## src/cpr_defs.svh

```systemverilog
// Offsets, field positions, reset values and counts of the clock/power/reset controller.
// Included by the package and the top module; definitions only.
`ifndef CPR_DEFS_SVH
`define CPR_DEFS_SVH

// Register byte addresses
`define CPR_ADR_STOP 32'h4000_0020
`define CPR_ADR_CLOCK_SOURCE_CONTROL 32'h4000_0024
`define CPR_ADR_CLKDIV 32'h4000_0028
`define CPR_ADR_PWR 32'h4000_0030
`define CPR_ADR_SRST 32'h4000_0038
`define CPR_ADR_IRQ_STS 32'h4000_0040
`define CPR_ADR_IRQ_CLR 32'h4000_0044
`define CPR_ADR_IRQ_EN 32'h4000_0048

// Reset values
`define CPR_RST_CLOCK_SOURCE_CONTROL 32'h0000_0004
`define CPR_RST_CLKDIV 32'h0000_0300
`define CPR_RST_PWR 32'h0000_1000
`define CPR_RST_SRST 32'h0000_0000

// Writable bit masks; all other bits are reserved
`define CPR_MSK_CLOCK_SOURCE_CONTROL 32'h0000_01b7
`define CPR_MSK_CLKDIV 32'h0000_0ff7
`define CPR_MSK_PWR 32'h0000_1eff
`define CPR_MSK_SRST 32'h0000_00ff

// Field positions
`define CPR_SRC_OSC_KEEP 8
`define CPR_SRC_SEC_OFF 7
`define CPR_SRC_MAIN_OFF 5
`define CPR_SRC_ROOT_SEL 4
`define CPR_SRC_EXT_DIV 0
`define CPR_DIV_VIDEO 4
`define CPR_DIV_CAMERA 8
`define CPR_DIV_SYS 1
`define CPR_DIV_PER 0
`define CPR_PWR_HS_EN 12
`define CPR_PWR_MODEM_MASK 11
`define CPR_PWR_BF 9

// Codes
`define CPR_MAGIC 8'ha3
`define CPR_BF_SLEEP 2'h0
`define CPR_BF_FIQ 2'h1
`define CPR_EXT_RSVD 3'h7

// Synchroniser lanes
`define CPR_SYN_STBY 0
`define CPR_SYN_WAKE 1
`define CPR_SYN_MODEM 2
`define CPR_SYN_BF 3
`define CPR_SYN_EXT 4

// Interrupt status bits
`define CPR_IRQ_ENTER 0
`define CPR_IRQ_WAKE 1
`define CPR_IRQ_BF 2

// Soft reset pulse: time in ns and cycles at 50 MHz
`define CPR_CLK_NS 20
`define CPR_SRST_NS 320
`define CPR_SRST_CYC ((`CPR_SRST_NS + `CPR_CLK_NS - 1) / `CPR_CLK_NS)

`endif

```

## src/cpr_pkg.sv

```systemverilog
// Types shared by the clock/power/reset controller modules.
// Assumes cpr_defs.svh is on the include path.
`include "cpr_defs.svh"

package cpr_pkg;

	// Power manager states
	typedef enum logic [1:0] {
		CPR_PM_RUN = 2'b00,
		CPR_PM_WAIT = 2'b01,
		CPR_PM_STOP = 2'b10,
		CPR_PM_SLEEP = 2'b11
	} cpr_pm_state_t;

	// Wishbone classic request from the master
	typedef struct packed {
		logic cyc;
		logic stb;
		logic we;
		logic [3:0] sel;
		logic [31:0] adr;
		logic [31:0] dat;
	} cpr_wb_req_t;

	// Tick divider state
	typedef struct packed {
		logic [3:0] cnt;
		logic tick;
	} cpr_div_st_t;

	// Controller state
	typedef struct packed {
		logic ack;
		logic [31:0] rdat;
		logic stop_req;
		logic [31:0] clock_source_control;
		logic [31:0] clkdiv;
		logic [31:0] pwr;
		logic [31:0] srst;
		logic [2:0] sts;
		logic [2:0] ien;
		logic irq;
		logic [4:0] s1;
		logic [4:0] s2;
		logic [4:0] s3;
		cpr_pm_state_t pm;
		logic tgt_sleep;
		logic [4:0] srst_cnt;
		logic srst_out;
		logic fast_interrupt;
		logic osc_run;
		logic main_on;
		logic sec_on;
		logic root_sel;
		logic in_stop;
		logic in_sleep;
	} cpr_st_t;

endpackage

```

## src/cpr_tick_div.sv

```systemverilog
// Clock-enable tick divider: one tick every (period_i + 1) advance strobes.
// Assumes adv_i and period_i come from logic on clk_i.
`timescale 1ns/1ns

module cpr_tick_div
	import cpr_pkg::*;
(
	// Clock and reset
	input wire logic clk_i,
	input wire logic rst_i,
	// Control
	input wire logic adv_i,
	input wire logic [3:0] period_i,
	// Tick out
	output logic tick_o
);

	cpr_div_st_t q; // Registered state
	cpr_div_st_t d; // Next state

	// Count strobes; a shrinking period takes effect at once
	always_comb begin
		d = q;
		d.tick = 1'b0;
		if (adv_i) begin
			if (q.cnt >= period_i) begin
				d.cnt = 4'h0;
				d.tick = 1'b1;
			end else begin
				d.cnt = q.cnt + 4'h1;
			end
		end
	end

	// State register
	always_ff @(posedge clk_i) begin
		if (rst_i) begin
			q <= '0;
		end else begin
			q <= d;
		end
	end

	assign tick_o = q.tick;

endmodule

```

## src/cpr_top.sv

```systemverilog
// Clock source, clock ratio, power mode and software reset controller.
// Assumes a Wishbone classic master on clk_i (core clock) and asynchronous
// pins for standby, wakeup, modem wakeup, battery fault and external clock.
`timescale 1ns/1ns
`include "cpr_defs.svh"

module cpr_top
	import cpr_pkg::*;
(
	// Clock and reset
	input wire logic clk_i,
	input wire logic rst_i,
	// Wishbone classic slave
	input cpr_wb_req_t wb_req_i,
	output logic [31:0] wb_dat_o,
	output logic wb_ack_o,
	// Pins from core and system
	input wire logic core_standby_signal_i,
	input wire logic wakeup_i,
	input wire logic modem_wakeup_i,
	input wire logic battery_fault_i,
	input wire logic ext_clk_i,
	// Clock controls
	output logic osc_run_o,
	output logic main_pll_on_o,
	output logic secondary_pll_on_o,
	output logic root_source_select_o,
	output logic ext_clk_en_o,
	output logic sys_bus_clk_en_o,
	output logic periph_bus_clk_en_o,
	output logic [3:0] camera_clock_divider_o,
	output logic [3:0] video_clock_divider_o,
	// Power and reset
	output logic stop_mode_o,
	output logic sleep_mode_o,
	output logic soft_reset_o,
	output logic fast_interrupt_o,
	output logic irq_o
);

	////////////////////////////////////////////////////////////////////////////
	// State and decode

	cpr_st_t q; // Registered state
	cpr_st_t d; // Next state
	logic acc; // Bus access taken this cycle
	logic wr; // Write taken this cycle
	logic [31:0] wmask; // Byte lane mask
	logic magic; // Low byte carries the magic code
	logic pwr_magic_wr; // Sleep code write
	logic srst_magic_wr; // Soft reset code write
	logic stop_wr; // Stop request written to one
	logic wake; // Valid wakeup seen
	logic bf_rise; // Battery fault edge
	logic ext_rise; // External clock edge
	logic [3:0] ext_period; // External tick period minus one
	logic sys_tick; // System bus enable tick
	logic [2:0] ev; // Interrupt events

	// Request decode; ack toggles so each access takes two edges
	always_comb begin
		acc = wb_req_i.cyc & wb_req_i.stb & ~q.ack;
		wr = acc & wb_req_i.we;
		wmask = {{8{wb_req_i.sel[3]}}, {8{wb_req_i.sel[2]}},
			{8{wb_req_i.sel[1]}}, {8{wb_req_i.sel[0]}}};
		magic = wb_req_i.sel[0] & (wb_req_i.dat[7:0] == `CPR_MAGIC);
		pwr_magic_wr = wr & magic & (wb_req_i.adr == `CPR_ADR_PWR);
		srst_magic_wr = wr & magic & (wb_req_i.adr == `CPR_ADR_SRST);
		stop_wr = wr & wb_req_i.sel[0] & wb_req_i.dat[0] & (wb_req_i.adr == `CPR_ADR_STOP);
		// Masked modem events never wake the chip
		wake = q.s2[`CPR_SYN_WAKE]
			| (q.s2[`CPR_SYN_MODEM] & ~q.pwr[`CPR_PWR_MODEM_MASK]);
		bf_rise = q.s2[`CPR_SYN_BF] & ~q.s3[`CPR_SYN_BF];
		ext_rise = q.s2[`CPR_SYN_EXT] & ~q.s3[`CPR_SYN_EXT];
	end

	////////////////////////////////////////////////////////////////////////////
	// Clock enable dividers

	// Code 0 passes every edge; 1..6 give one tick per 2N edges
	always_comb begin
		case (q.clock_source_control[`CPR_SRC_EXT_DIV +: 3])
			3'h0: ext_period = 4'h0;
			`CPR_EXT_RSVD: ext_period = 4'h0; // Test code runs undivided
			default: ext_period = {q.clock_source_control[`CPR_SRC_EXT_DIV +: 3], 1'b0} - 4'h1;
		endcase
	end

	// External clock edges divided
	cpr_tick_div u_ext_div (
		.clk_i(clk_i),
		.rst_i(rst_i),
		.adv_i(ext_rise),
		.period_i(ext_period),
		.tick_o(ext_clk_en_o)
	);

	// System bus: one tick per 1..4 core cycles
	cpr_tick_div u_sys_div (
		.clk_i(clk_i),
		.rst_i(rst_i),
		.adv_i(1'b1),
		.period_i({2'b00, q.clkdiv[`CPR_DIV_SYS +: 2]}),
		.tick_o(sys_tick)
	);

	// Peripheral bus: every or every second system tick
	cpr_tick_div u_per_div (
		.clk_i(clk_i),
		.rst_i(rst_i),
		.adv_i(sys_tick),
		.period_i({3'b000, q.clkdiv[`CPR_DIV_PER]}),
		.tick_o(periph_bus_clk_en_o)
	);

	////////////////////////////////////////////////////////////////////////////
	// Next state

	// Registers, power manager, soft reset and interrupts in one pass
	always_comb begin
		d = q;
		ev = 3'b000;
		// Two-flop synchronisers; only s2 and later are read by logic
		d.s1 = {ext_clk_i, battery_fault_i, modem_wakeup_i, wakeup_i, core_standby_signal_i};
		d.s2 = q.s1;
		d.s3 = q.s2;
		// Bus answer one cycle after the request
		d.ack = acc;
		d.rdat = 32'h0000_0000;
		if (acc & ~wb_req_i.we) begin
			// Unmapped and write-only addresses read zero
			case (wb_req_i.adr)
				`CPR_ADR_STOP: d.rdat = {31'h0000_0000, q.stop_req};
				`CPR_ADR_CLOCK_SOURCE_CONTROL: d.rdat = q.clock_source_control;
				`CPR_ADR_CLKDIV: d.rdat = q.clkdiv;
				`CPR_ADR_PWR: d.rdat = q.pwr;
				`CPR_ADR_SRST: d.rdat = q.srst;
				`CPR_ADR_IRQ_STS: d.rdat = {29'h0000_0000, q.sts};
				`CPR_ADR_IRQ_EN: d.rdat = {29'h0000_0000, q.ien};
				default: d.rdat = 32'h0000_0000;
			endcase
		end
		if (wr) begin
			// Only writable bits change; reserved bits stay zero
			case (wb_req_i.adr)
				`CPR_ADR_STOP: begin
					if (wb_req_i.sel[0])
						d.stop_req = wb_req_i.dat[0];
				end
				`CPR_ADR_CLOCK_SOURCE_CONTROL: d.clock_source_control = (q.clock_source_control & ~(wmask & `CPR_MSK_CLOCK_SOURCE_CONTROL))
					| (wb_req_i.dat & wmask & `CPR_MSK_CLOCK_SOURCE_CONTROL);
				`CPR_ADR_CLKDIV: d.clkdiv = (q.clkdiv & ~(wmask & `CPR_MSK_CLKDIV))
					| (wb_req_i.dat & wmask & `CPR_MSK_CLKDIV);
				`CPR_ADR_PWR: d.pwr = (q.pwr & ~(wmask & `CPR_MSK_PWR))
					| (wb_req_i.dat & wmask & `CPR_MSK_PWR);
				`CPR_ADR_SRST: d.srst = (q.srst & ~(wmask & `CPR_MSK_SRST))
					| (wb_req_i.dat & wmask & `CPR_MSK_SRST);
				`CPR_ADR_IRQ_EN: begin
					if (wb_req_i.sel[0])
						d.ien = wb_req_i.dat[2:0];
				end
				default: d.ien = q.ien; // Unmapped writes ignored
			endcase
		end
		// Power manager
		case (q.pm)
			CPR_PM_RUN: begin
				if (bf_rise && q.pwr[`CPR_PWR_BF +: 2] == `CPR_BF_SLEEP) begin
					d.pm = CPR_PM_SLEEP;
					ev[`CPR_IRQ_ENTER] = 1'b1;
				end else if (pwr_magic_wr | stop_wr) begin
					d.tgt_sleep = pwr_magic_wr;
					// Handshake mode holds entry until the core idles
					if (q.pwr[`CPR_PWR_HS_EN]) begin
						d.pm = CPR_PM_WAIT;
					end else begin
						d.pm = pwr_magic_wr ? CPR_PM_SLEEP : CPR_PM_STOP;
						ev[`CPR_IRQ_ENTER] = 1'b1;
					end
				end
			end
			CPR_PM_WAIT: begin
				if (bf_rise && q.pwr[`CPR_PWR_BF +: 2] == `CPR_BF_SLEEP) begin
					d.pm = CPR_PM_SLEEP;
					ev[`CPR_IRQ_ENTER] = 1'b1;
				end else if (q.s2[`CPR_SYN_STBY]) begin
					d.pm = q.tgt_sleep ? CPR_PM_SLEEP : CPR_PM_STOP;
					ev[`CPR_IRQ_ENTER] = 1'b1;
				end
			end
			CPR_PM_STOP, CPR_PM_SLEEP: begin
				// Wake needs an unmasked source; the wakeup pin is never masked
				if (wake) begin
					d.pm = CPR_PM_RUN;
					ev[`CPR_IRQ_WAKE] = 1'b1;
				end
			end
			default: d.pm = CPR_PM_RUN;
		endcase
		// Ignore policy raises no event at all
		if (bf_rise && q.pwr[`CPR_PWR_BF +: 2] != 2'h2 && q.pwr[`CPR_PWR_BF +: 2] != 2'h3)
			ev[`CPR_IRQ_BF] = 1'b1;
		d.fast_interrupt = q.s2[`CPR_SYN_BF] & (q.pwr[`CPR_PWR_BF +: 2] == `CPR_BF_FIQ);
		// Soft reset pulse of fixed length
		if (srst_magic_wr)
			d.srst_cnt = 5'(`CPR_SRST_CYC);
		else if (q.srst_cnt != 5'h00)
			d.srst_cnt = q.srst_cnt - 5'h01;
		d.srst_out = (d.srst_cnt != 5'h00);
		// Sticky status: a new event beats a clear in the same cycle
		if (wr && wb_req_i.adr == `CPR_ADR_IRQ_CLR && wb_req_i.sel[0])
			d.sts = q.sts & ~wb_req_i.dat[2:0];
		d.sts = d.sts | ev;
		d.irq = |(d.sts & d.ien);
		// Clock controls from registered fields
		d.in_stop = (d.pm == CPR_PM_STOP);
		d.in_sleep = (d.pm == CPR_PM_SLEEP);
		d.osc_run = ~d.in_sleep & (~d.in_stop | d.clock_source_control[`CPR_SRC_OSC_KEEP]);
		d.main_on = ~d.clock_source_control[`CPR_SRC_MAIN_OFF];
		d.sec_on = ~d.clock_source_control[`CPR_SRC_SEC_OFF];
		d.root_sel = d.clock_source_control[`CPR_SRC_ROOT_SEL];
	end

	////////////////////////////////////////////////////////////////////////////
	// State register

	// Synchronous reset to documented values
	always_ff @(posedge clk_i) begin
		if (rst_i) begin
			q <= '0;
			q.clock_source_control <= `CPR_RST_CLOCK_SOURCE_CONTROL;
			q.clkdiv <= `CPR_RST_CLKDIV;
			q.pwr <= `CPR_RST_PWR;
			q.srst <= `CPR_RST_SRST;
			q.pm <= CPR_PM_RUN;
			q.osc_run <= 1'b1;
			q.main_on <= 1'b1;
			q.sec_on <= 1'b1;
		end else begin
			q <= d;
		end
	end

	////////////////////////////////////////////////////////////////////////////
	// Outputs, all from flops

	assign wb_dat_o = q.rdat;
	assign wb_ack_o = q.ack;
	assign osc_run_o = q.osc_run;
	assign main_pll_on_o = q.main_on;
	assign secondary_pll_on_o = q.sec_on;
	assign root_source_select_o = q.root_sel;
	assign sys_bus_clk_en_o = sys_tick;
	assign camera_clock_divider_o = q.clkdiv[`CPR_DIV_CAMERA +: 4];
	assign video_clock_divider_o = q.clkdiv[`CPR_DIV_VIDEO +: 4];
	assign stop_mode_o = q.in_stop;
	assign sleep_mode_o = q.in_sleep;
	assign soft_reset_o = q.srst_out;
	assign fast_interrupt_o = q.fast_interrupt;
	assign irq_o = q.irq;
endmodule

```

## config.mk

```make
export PLATFORM = sky130hd
export DESIGN_NAME = cpr_top
export DESIGN_NICKNAME = d
export VERILOG_FILES = /design/src/cpr_pkg.sv /design/src/cpr_tick_div.sv /design/src/cpr_top.sv
export VERILOG_INCLUDE_DIRS = /design/src
export SDC_FILE = /design/constraint.sdc
export NUM_CORES = 1
export LEC_CHECK = 0
export BUFFER_PORTS_ARGS = -buffer_cell sky130_fd_sc_hd__buf_2
export CAP_MARGIN = 5
export CORE_MARGIN = 4
export CORE_UTILIZATION = 45
export CTS_CLUSTER_DIAMETER = 200
export DETAILED_ROUTE_END_ITERATION = 12
export PLACE_DENSITY = 0.79
export SETUP_SLACK_MARGIN = 0.2
export SLEW_MARGIN = 40
export SYNTH_ARGS = -nofsm -noshare
export SYNTH_HDL_FRONTEND = slang
export SYNTH_SLANG_ARGS = --single-unit
```

## constraint.sdc

```tcl
create_clock -name clk_i -period 4.5 [get_ports clk_i]
set_input_delay 0.225 -clock clk_i [delete_from_list [all_inputs] [get_ports clk_i]]
set_output_delay 0.225 -clock clk_i [all_outputs]
set_load 0.02 [all_outputs]
```

Word-level counts from Yosys, hierarchy flattened
Cells that the tools add are included.
- bits in registers: 215
- input port bits: 78
- logic and storage cells: 165
- bitwise operators: 49
- $lt $le $gt $ge: 3
- equality and inequality tests: 18
- reduce and logical (&&, ||, !) cells: 23
- mux-type cells: 36
- add/subtract/negate cells: 5
- operators by type and width (cell ; count):
    $eq A32 B31 Y1 const B ; 8
    $pmux W32 S7 ; 1
    $and A32 B32 Y32 ; 4
    $mux W105 ; 1
    $mux W32 ; 3
    $not A12 Y32 ; 1
    $not A13 Y32 ; 1
    $not A8 Y32 ; 1
    $not A9 Y32 ; 1
    $or A32 B12 Y32 ; 1
    $or A32 B13 Y32 ; 1
    $or A32 B8 Y32 ; 1
    $or A32 B9 Y32 ; 1
    $and A1 B1 Y1 ; 16
    $mux W3 ; 5
    $and A13 B13 Y13 ; 1
    $mux W1 ; 13
    $not A1 Y1 ; 13
    $add A4 B1 Y4 const B ; 3
    $mux W4 ; 3
    $reduce_or A2 Y1 ; 6
    $mux W2 ; 5
    $mux W5 ; 2
    $reduce_bool A5 Y1 ; 2
    23 further kinds ; 40

Depth between registers and ports, before layout
- word-level depth: 14
- depth in mapped cells: 10
- gate-level depth less buffers: 10

Modules after synthesis
A second synthesis with hierarchy kept.
- cell total of the unflattened synthesis: 553
- area, all modules: 5077.4 um^2
- modules (own cells, without submodules) (module ; area each (um^2) ; seq. area each (um^2) ; cells an instance ; times used):
    cpr_top ; 4048.9 ; 1741.7 ; 445 ; 1
    cpr_tick_div ; 342.8 ; 100.1 ; 36 ; 3

Worst setup path after synthesis
No wires, ideal clock.
- kind: flip-flop to flip-flop
- start point: reg (tool-made name)
- end point: reg u_ext_div.q[2] (netlist name)
- arrival: 1.917 ns
- stages on the path, launching flop included: 11
- library setup time: 0.071 ns
- period minus slack after synthesis: 1.988 ns
- data required time: 4.429 ns
- slack: 2.512 ns
- cell sequence: dfxtp_1 inv_1 ha_1 mux2i_1 ha_1 nand2b_1 a21o_1 a21o_1 a21oi_1 o21ai_0 a21oi_1
- RTL lines (what ; line ; text):
    to (signal assigned) ; cpr_tick_div.sv:38 ; q <= '0;
    to (signal assigned) ; cpr_tick_div.sv:40 ; q <= d;
    to (decl) ; cpr_tick_div.sv:18 ; cpr_div_st_t q;

Worst setup path after layout
- start point: in wb_req_i[57] (netlist name)
- end point: reg q, in the netlist main_pll_on_o
- word-level cells in the longest chain between the ends: 4
- ends and longest elaborated chain (what ; line ; text):
    from (decl) ; cpr_top.sv:14 ; input cpr_wb_req_t wb_req_i,
    $eq A32 B31 Y1 ; cpr_top.sv:145 ; case (wb_req_i.adr)
    $mux W9 ; cpr_top.sv:145 ;
    $mux W105 ; cpr_top.sv:143 ; if (wr) begin
    $not A1 Y1 ; cpr_top.sv:219 ; d.main_on = ~d.clock_source_control[`CPR_SRC_MAIN_OFF];
    to (decl) ; cpr_top.sv:44 ; cpr_st_t q;
No other way between the ends.
A chain may end at the register's enable or synchronous reset.

==> impl_metrics.toml <==
[run_status]
outcome = "completed"

[yosys]
synth_seq_cells = 102
unique_masters_post_synth = 53
synthesis.area_per_instance_sq_um = 9.10
synth-seq-area-share = 0.442
synth.yosys.warnings = 0
synthesis.area_sq_um = 4620
netlist_instances = 507

[route]
first_pass_iters = 5
wl_microns = 10500
detail-route-antenna-nets = 0
wire_per_inst_microns = 14.9
vias_per_cell = 5.33
vias = 3771
remaining_drc_errors = 0
drt-initial-drc-count = 231

[cells_and_area]
layout.cells.non_filler = 708
final_layout_size_suffix_gt1_frac = 0.210
syn_to_final_growth_pct = 11.5
antenna-diode-count = 0
design.final.nets = 664
layout_commonest_cell = "sky130_fd_sc_hd__dfxtp_1"
layout_common_cells = "sky130_fd_sc_hd__dfxtp_1, sky130_fd_sc_hd__buf_2, sky130_fd_sc_hd__nand2_1, sky130_fd_sc_hd__nor2_1, sky130_fd_sc_hd__a21oi_1"

[min_path]
worst_hold_path_type = "input port to flip-flop"

[floorplanning]
floorplan.rows = 36
core_area_sq_um = 9860
fp.dieW_microns = 109
die_area_sq_um = 11900
start_util = 0.468
die_height_microns = 109
boundaryPins = 131

[power]
cellLeakagePower_nw = 2.21
ir_worst_vdd_mv = 0.173
p_per_area_nw_per_um2 = 343

[worst_setup_path]
crit_arrival_ns = 2.68
timing_worst_setup_path_type = "input port to flip-flop"
critical_path.startpoint_type = "input port"
worstSetupEndpointType = "flip-flop"
crit_required_ns = 4.76
worst-path-max-fanout = 11

[global_route]
grt_max_degree = 65
antenna_found_initial = 0
first_pass_grt_wire_length_microns = 16700
grt.overflow.total = 0
overall_global_routing_resource_usage = 0.177
number_of_global_route_vias_before_repair = 3536

[placement]
routabilityCongestion = 0.842
post-dp-hpwl_microns = 7540
dp_slack_ns = 1.74
port_buffers = 90
numPlacedInstances = 695

[cts]
tritoncts_clock_tree = "done"
post-cts-setup-buffers = 0
worst_skew_pair_latency_ns = 0.36
clk_pin_slew_ns = 0.09
ctsRootBufferMaster = "sky130_fd_sc_hd__clkbuf_8"
postCtsResizedCells = 0
hold_buffers_post_cts = 0
tritoncts.num_buffers = 9
cts-root-to-sink-buffers = 2
cts.htree.levels = 3
clock_sinks = 102

[sta]
hold_violations = 0
max_freq_ghz = 0.413
fin_setup_tns_ns = 0
grt_setup_unrepaired = "false"
timing_max_transition_violations_final = 0
fin_crit_ns = 2.42
final-setup-viol-count = 0
max_slew.worst_pin.slew_ns = 0.721
final_worst_path_cycle_share = 0.537
worst_slack_ns = 2.08
final.setup_skew_ns = 0.00904
worst_max_slew_margin_expressed_relative_to_the_limit = 0.515

[flow_run]
cap_viol_max_count = 0
## cells in the mapped netlist (all sizes together)
library cell  count  area share
o221ai            1      0.0019
a21o              2      0.0033
and4b             1      0.0022
a222oi           10       0.022
a22oi             5      0.0081
inv              15       0.012
o21ai            11       0.012
dfxtp           102        0.44
xnor2             6       0.011
and2              8       0.011
nand4             8       0.012
nand2            62       0.050
nor3             11       0.015
a21oi            31       0.034
ha               13       0.035
o31ai             1      0.0016
o21bai            1      0.0016
conb              1     0.00081
nand3             3      0.0033
a31oi             6      0.0081
nor3b             2      0.0033
nor4bb            3      0.0065
xor2              4      0.0076
nand2b            9       0.012
and3              3      0.0041
a2111oi           1      0.0019
a211oi            1      0.0016
or3               3      0.0051
nor4             14       0.038
o31a              1      0.0019
nor2b            16       0.022
mux2              2      0.0049
buf              49       0.076
clkbuf           10      0.0081
a311o             1      0.0022
nand3b            2      0.0033
mux2i            24       0.052
o21a              4      0.0065
nor4b             2      0.0051
nor2             54       0.044
and3b             1      0.0019
or2               3      0.0041
## metrics by stage
| stage | instance area (sq um) | hold slack, ns | utilization | power [mW] |
|---|---|---|---|---|
| finish | 5150 | 0.0234 | 0.522 | 1.76 |
| global route | 5150 | 0.0284 | 0.522 | 1.84 |
| CTS | 5150 | 0.0198 | 0.522 | 1.77 |
| detailed placement | 4950 | 0.407 | 0.502 | 1.20 |
| global placement | 4950 | 0.409 | 0.502 | 1.19 |
| floorplan | 4690 | 0.353 | - | 1.14 |
## power breakdown
| group | switching [mW] | internal, mW | total (mW) |
|---|---|---|---|
| combinational | 0.133 | 0.0923 | 0.225 |
| clock | 0.285 | 0.294 | 0.578 |
| sequential | 0.0268 | 0.934 | 0.961 |
| total | 0.444 | 1.32 | 1.76 |
## routing by layer
layer  share of wire  GRT usage  routed length (microns)
met5               0          0                        0
met1            0.41      0.216                     4340
met4           0.022     0.0890                      236
met3           0.082     0.0355                      864
met2            0.48      0.296                     5090
## layout make-up
type	instances	area, sq um
Fill cell	878	4720
Multi-Input combinational cell	350	2200
Timing Repair Buffer	95	488
Clock inverter	1	30.0
Clock buffer	12	165
Sequential cell	102	2040
Tap cell	133	166
Inverter	15	56.3
## kinds of logic after synthesis
logic type               Yosys count  synth area share
other                              1          0.000812
AND/OR/NAND/NOR                  205             0.243
AO/OA/AOI/OAI                     76             0.106
flip-flops                       102             0.442
XOR/XNOR                          10            0.0190
adder cells (fa/ha/maj)           13            0.0352
multiplexers                      26            0.0569
buffers and inverters             74            0.0962
## path summary, 6_finish.rpt
check          startpoint             end  slack [ns]  cells past startpoint
max          wb_req_i[57]   main_pll_on_o        2.08                      8
min                 rst_i        wb_ack_o        0.02                      2
max reg2reg     flip-flop  u_ext_div.q[2]        2.19                     10
min reg2reg         d[21]           d[16]        0.44                      1
## critical path, cell delays in order
cell,delay [ns]
sky130_fd_sc_hd__buf_2,0.09
sky130_fd_sc_hd__nor4_1,0.27
sky130_fd_sc_hd__nand4_1,0.56
sky130_fd_sc_hd__nor4_1,0.44
sky130_fd_sc_hd__buf_4,0.26
sky130_fd_sc_hd__and2_1,0.43
sky130_fd_sc_hd__mux2i_1,0.16
sky130_fd_sc_hd__or2_1,0.23
Note: power is estimated with default switching activity, not from simulation.
